--- src/ovtrip_pkg.sv ---
// Package for the over-temperature shutdown block: timing counts, stepping choice and state.
// Assumes a single 100 MHz clock domain shared by every user of the package.
package ovtrip_pkg;

  // Clock period in ns and the longest enable delay after supply valid, in us.
  localparam int unsigned OVTRIP_CLK_PERIOD_NS = 10;
  localparam int unsigned OVTRIP_ENABLE_MAX_US = 10;
  // A longest time rounds down to whole cycles, never below one.
  localparam int unsigned OVTRIP_ENABLE_CYC_RAW = (OVTRIP_ENABLE_MAX_US * 1000) / OVTRIP_CLK_PERIOD_NS;
  localparam int unsigned OVTRIP_ENABLE_CYC = (OVTRIP_ENABLE_CYC_RAW < 1) ? 1 : OVTRIP_ENABLE_CYC_RAW;
  // Our enable wait in cycles; well inside the ceiling.
  localparam int unsigned OVTRIP_ENABLE_WAIT = 16;
  localparam int unsigned OVTRIP_CNT_W = 14;

  // Trip level of the sensor in degrees Celsius, for reference by the sensor model.
  localparam int unsigned OVTRIP_TRIP_DEG_C = 135;

  // Stepping select values.
  localparam logic OVTRIP_STEP_RESET_CLEARED = 1'b0;
  localparam logic OVTRIP_STEP_SUPPLY_CLEARED = 1'b1;

  localparam logic OVTRIP_LATCH_RST = 1'b0;

  // Drive enable states, Gray coded along off, arming, driving.
  typedef enum logic [1:0] {
    OVTRIP_OFF = 2'b00,
    OVTRIP_ARM = 2'b01,
    OVTRIP_DRV = 2'b11
  } ovtrip_drv_t;

  typedef struct packed {
    logic latch;
    logic out_n;
    logic clk_stop;
    logic drive_en;
  } ovtrip_out_t;

endpackage

--- src/ovtrip_core.sv ---
// Over-temperature shutdown core: latches a sensor trip, stops clocks, drives the trip pin.
// Assumes sensor_trip is synchronous to clk and supply_valid_in is an asynchronous pin.
//
// How it works
// Sensor trip at the damage level (about 135 C) asserts the active-low trip output.
// While the trip is set, the internal clock stop output is asserted.
// Platform logic removes core supply after seeing the trip output asserted.
// Reset-cleared stepping: latch holds until reset; nothing else clears it.
// Reset-cleared stepping: reset clears the output; a persisting trip sets it again.
// Supply stepping: pin drive enabled within 10 us of supply valid, off on fall.
// Supply stepping: latch holds until supply valid falls, which clears it.
// Supply stepping: persisting trip reasserts the output within 10 us of supply valid.
// Trip input is synchronous; a parameter selects reset or supply clearing.
`timescale 1ns/1ps
module ovtrip_core #(
  parameter logic STEPPING = ovtrip_pkg::OVTRIP_STEP_SUPPLY_CLEARED,
  parameter int unsigned ENABLE_WAIT = ovtrip_pkg::OVTRIP_ENABLE_WAIT
) (
  input wire logic clk,
  input wire logic sys_rst,
  input wire logic clk_en,
  input wire logic sensor_trip,
  input wire logic supply_valid_in,
  output logic overtemp_shutdown_n,
  output logic overtemp_shutdown_oe,
  output logic core_clk_stop,
  output ovtrip_pkg::ovtrip_out_t status
);
  import ovtrip_pkg::*;

  typedef struct packed {
    ovtrip_drv_t drv;
    logic [OVTRIP_CNT_W-1:0] cnt;
    logic latch;
    logic out_n;
    logic oe;
    logic stop;
    logic pin_oe;
  } ovtrip_state_t;

  localparam logic [OVTRIP_CNT_W-1:0] WAIT_LAST = OVTRIP_CNT_W'(ENABLE_WAIT - 1);

  ovtrip_state_t st_q, st_d;
  logic supply_ok;
  logic is_supply_step;

  assign is_supply_step = (STEPPING == OVTRIP_STEP_SUPPLY_CLEARED);

  ovtrip_sync u_supply_sync (
    .clk(clk),
    .sys_rst(sys_rst),
    .clk_en(clk_en),
    .pin_in(supply_valid_in),
    .level_out(supply_ok)
  );

  always_comb begin
    st_d = st_q;
    if (is_supply_step) begin
      unique case (st_q.drv)
        OVTRIP_OFF: begin
          st_d.cnt = '0;
          if (supply_ok) begin
            st_d.drv = OVTRIP_ARM;
          end
        end
        OVTRIP_ARM: begin
          st_d.cnt = st_q.cnt + 1'b1;
          if (!supply_ok) begin
            st_d.drv = OVTRIP_OFF;
          end else if (st_q.cnt == WAIT_LAST) begin
            st_d.drv = OVTRIP_DRV;
          end
        end
        OVTRIP_DRV: begin
          if (!supply_ok) begin
            st_d.drv = OVTRIP_OFF;
          end
        end
        default: begin
          st_d.drv = OVTRIP_OFF;
        end
      endcase
      // Supply fall clears the latch; otherwise it only sets.
      if (!supply_ok) begin
        st_d.latch = 1'b0;
      end else if (sensor_trip) begin
        st_d.latch = 1'b1;
      end
      st_d.oe = (st_d.drv == OVTRIP_DRV);
      st_d.out_n = !(st_d.latch && st_d.oe);
    end else begin
      // Reset is the only clear, handled in the clocked process.
      st_d.drv = OVTRIP_DRV;
      st_d.cnt = '0;
      if (sensor_trip) begin
        st_d.latch = 1'b1;
      end
      st_d.oe = 1'b1;
      st_d.out_n = !st_d.latch;
    end
    st_d.stop = st_d.latch;
    // The open-drain enable is registered so the pin never sees a combinational glitch.
    st_d.pin_oe = st_d.oe && !st_d.out_n;
  end

  always_ff @(posedge clk) begin
    if (sys_rst) begin
      st_q <= '{drv: OVTRIP_OFF, cnt: '0, latch: OVTRIP_LATCH_RST,
                out_n: 1'b1, oe: 1'b0, stop: 1'b0, pin_oe: 1'b0};
    end else if (clk_en) begin
      st_q <= st_d;
    end
  end

  // The pin is open drain: drive low only while tripped, so oe follows the trip.
  assign overtemp_shutdown_n = st_q.out_n;
  assign overtemp_shutdown_oe = st_q.pin_oe;
  assign core_clk_stop = st_q.stop;
  assign status = '{latch: st_q.latch, out_n: st_q.out_n, clk_stop: st_q.stop,
                    drive_en: st_q.oe};

  // The whole-cycle budget in the package must cover our own wait.
  localparam int unsigned BUDGET = OVTRIP_ENABLE_CYC;
  initial begin
    if (ENABLE_WAIT + 4 > BUDGET) begin
      $error("enable wait exceeds the 10 us ceiling");
    end
  end
endmodule

--- src/ovtrip_sync.sv ---
// Three-stage synchroniser for a pin level, with agreement of the last two stages.
// Assumes the input is asynchronous to clk; the first stage is read only by the second.
`timescale 1ns/1ps
module ovtrip_sync (
  input wire logic clk,
  input wire logic sys_rst,
  input wire logic clk_en,
  input wire logic pin_in,
  output logic level_out
);
  typedef struct packed {
    logic s1;
    logic s2;
    logic s3;
    logic lvl;
  } ovtrip_sync_t;

  ovtrip_sync_t st_q, st_d;

  always_comb begin
    st_d = st_q;
    st_d.s1 = pin_in;
    st_d.s2 = st_q.s1;
    st_d.s3 = st_q.s2;
    // A change counts only when the second and third stages agree.
    if (st_q.s2 == st_q.s3) begin
      st_d.lvl = st_q.s3;
    end
  end

  always_ff @(posedge clk) begin
    if (sys_rst) begin
      st_q <= '0;
    end else if (clk_en) begin
      st_q <= st_d;
    end
  end

  assign level_out = st_q.lvl;
endmodule

--- config.mk ---
export PLATFORM = sky130hd
export DESIGN_NAME = ovtrip_core
export DESIGN_NICKNAME = d
export VERILOG_FILES = /design/src/ovtrip_pkg.sv /design/src/ovtrip_core.sv /design/src/ovtrip_sync.sv
export SDC_FILE = /design/constraint.sdc
export NUM_CORES = 1
export LEC_CHECK = 0
export ABC_CLOCK_PERIOD_IN_PS = 4700
export BUFFER_PORTS_ARGS = -buffer_cell sky130_fd_sc_hd__clkbuf_2
export CAP_MARGIN = 20
export CORE_MARGIN = 4
export CORE_UTILIZATION = 46
export CTS_CLUSTER_DIAMETER = 100
export DETAILED_ROUTE_END_ITERATION = 8
export PLACE_DENSITY = 0.76
export SKIP_LAST_GASP = 1
export SYNTH_ARGS = -nofsm -noshare
export SYNTH_HDL_FRONTEND = slang
export SYNTH_HIERARCHICAL = 1
export SYNTH_SLANG_ARGS = --single-unit
--- constraint.sdc ---
create_clock -name clk -period 4.7 [get_ports clk]
set_clock_uncertainty 0.2 [all_clocks]
set_input_delay 0.47 -clock clk [delete_from_list [all_inputs] [get_ports clk]]
set_output_delay 0.47 -clock clk [all_outputs]
set_load 0.02 [all_outputs]
==> flow_summary.ini <==
[power]
p_comb_share_pct = 6.1
pwr-share-seq_pct = 55.0
internal-power_mw = 0.3004
ir_drop_mv = 0.2174
finalPower_mw = 0.3796
power_density_mw_per_mm2 = 298.0
swShare_pct = 20.85
power.net_switching_mw = 0.07916
leakagePower_nw = 0.4154
clockPowerShare_pct = 38.9

[global_routing]
grt_pass1_vias = 926
grt_pass1_wl_um = 4008
grt_max_degree = 18
grt_use_total_pct = 14.73
grt_overflow = 0
grt_antenna_before_repair = 0

[finish]
nNetsFinal = 148
synthToLayoutAreaGrowth_pct = 7.045
n_fill_cell = 248
finalNonFillerCells = 171
final_common_cell = dfxtp_1
final_cell_mix = dfxtp_1, nand3_1, clkbuf_2, nor2_1, a21oi_1
fin_area_mm2 = 0.001274
diodes = 0
layout-drive-gt1-share_pct = 13.48
postLayoutCoreUtil_pct = 51.41

[drt]
vias = 1023
routed_wl_um = 2291
viasPerCell = 5.982
drtAntennaViolNets = 0
dr.pass1.iters = 4
wl_per_cell_um = 13.40
drc = 0
drt_iter0_markers = 32

[placement]
gp_congestion = 0.8307
place_area_mm2 = 0.001221
io_buffers = 11
placedCellCount = 167
dp_hpwl_um = 1671
pre_cts_slack_ps = 2700

[critical_path]
critPathSlowestCell = or4_1
end_kind = flop
worstPathRequired_ps = 4740
worstSetupPathType = flop to flop
critPathMaxFanout = 7
crit_path_start_kind = flop
path_delay_family = simple AND/OR/NAND/NOR gates
cp.arrival_ps = 1870
crit_buf_inv = 0
crit_chain = ha_1 -> nand3_1 -> or4_1 -> a21oi_1
max_stage_delay_ps = 510

[floorplan]
ioPinCount = 12
die_w_um = 58.86
die_area_mm2 = 0.003465
die_h_um = 58.86
rows = 18
start_util_pct = 48.03
fp.coreArea_mm2 = 0.002477

[clock_network]
numCtsBuffers = 3
h-tree-depth = 1
clk_latency_ps = 320
cts.sinks = 24
cts_resized = 0
postCtsSetupRepairBufs = 0
clk_pin_slew_ps = 130
ctsLongestPathBuffers = 2
cts_tree = done
root_buffer = clkbuf_4
cts_hold_buf = 0

[synthesis]
synth_flop_cell = dfxtp_1
syn-cell-area_mm2 = 0.001190
synth_top_area_cell = dfxtp_1
synth_top_area_share_pct = 40.38
synthArstFlopShare_pct = 0
netlist_instances = 135
synth_cell_types = 35
synth_edf_count = 0
synth_seq_cells = 24
syn_area_per_cell_um2 = 8.814
synthTopCellsByArea = dfxtp_1, mux2i_1, nand3_1
synth_fp_nets = 141
yosysWarnings = 6
synth-seq-area-share_pct = 40.38

[timing]
maxSlewViolCount = 0
slew_headroom_pct = 63.91
timing.final.crit_share_pct = 38.79
whs_ps = 183.5
min_period_ps = 1823
setup_tns_ps = 0
worst_slew_pin_slew_ps = 536.5
setup_viol = 0
hold_violations = 0
rsz0062_at_grt = no
fmax_mhz = 548.5
setup_ws_ps = 2877

[hold_path]
hold_path_class = input port to flop

[status]
status = complete, no violations

[flow_run]
drv_cap = 0
logic make-up after synthesis:
kind of cell | count (synthesis) | share of synthesized area [%]
muxes | 8 | 6.730
and+or+nand+nor | 64 | 31.02
DFF | 24 | 40.38
buffers and inverters | 14 | 6.729
AOI/OAI and AO/OA | 22 | 12.62
adders and majority gates | 1 | 1.051
xor gates and xnor gates | 2 | 1.472
registers in the layout, summed over array words and instances (netlist names):
name                     count
st_q                        16
u_supply_sync/st_d           2
core_clk_stop                1
overtemp_shutdown_n          1
overtemp_shutdown_oe         1
status                       1
u_supply_sync/level_out      1
u_supply_sync/st_q           1
layer usage:
| metal | vias to the layer above | GRT usage (%) | routed length (um) | share of wire [%] |
|---|---|---|---|---|
| li1 | 516 | - | - | - |
| met1 | 470 | 19.38 | 1001 | 44 |
| met2 | 35 | 23.19 | 1088 | 47 |
| met3 | 2 | 4.167 | 188 | 8.2 |
| met4 | 0 | 4.854 | 12 | 0.52 |
| met5 | - | 0 | 0 | 0 |
synthesized netlist by cell type (2+ instances only):
| library cell | instances |
|---|---|
| dfxtp_1 | 24 |
| nand3_1 | 11 |
| a21oi_1 | 9 |
| nor2_1 | 9 |
| mux2i_1 | 8 |
| nand2_1 | 8 |
| nand3b_1 | 7 |
| nor4_1 | 7 |
| nand4_1 | 6 |
| buf_4 | 5 |
| o31ai_1 | 5 |
| inv_1 | 4 |
| or4_1 | 4 |
| clkbuf_1 | 2 |
| nand2b_1 | 2 |
| nor3_1 | 2 |
| o21ai_1 | 2 |
| or3_1 | 2 |
| xnor2_1 | 2 |
power groups by stage:
stage	sequential, mW	clock (mW)	combinational (mW)
CTS	0.209	0.151	0.0233
finish	0.209	0.148	0.0233
global route	0.209	0.160	0.0263
global placement	0.213	0	0.0225
detailed placement	0.213	0	0.0232
floorplan	0.213	0	0.0193
final cells by class:
type	count	area [um2]	area share (%)
Clock buffer	3	22.52	1.768
Clock inverter	1	30.03	2.358
Inverter	5	18.77	1.473
Multi-Input combinational cell	97	629.4	49.41
Sequential cell	24	480.5	37.72
Tap cell	30	37.54	2.947
Timing Repair Buffer	11	55.05	4.322
tightest hold or removal path, cell delays in order:
cell and delay [ps]:
clkbuf_2 80, mux2i_1 50, nor2_1 70
worst paths after layout:
path	from	to	slack, ps	depth (start not counted)
worst max-delay path	st_q[5]	st_q[13]	2880	4
worst min-delay path	supply_valid_in	u_supply_sync/st_d[2]	180	3
worst max register to register	st_q[5]	st_q[13]	2880	4
worst min register to register	status[0]	status[0]	260	2
Note: power is estimated with default switching activity, not from simulation.
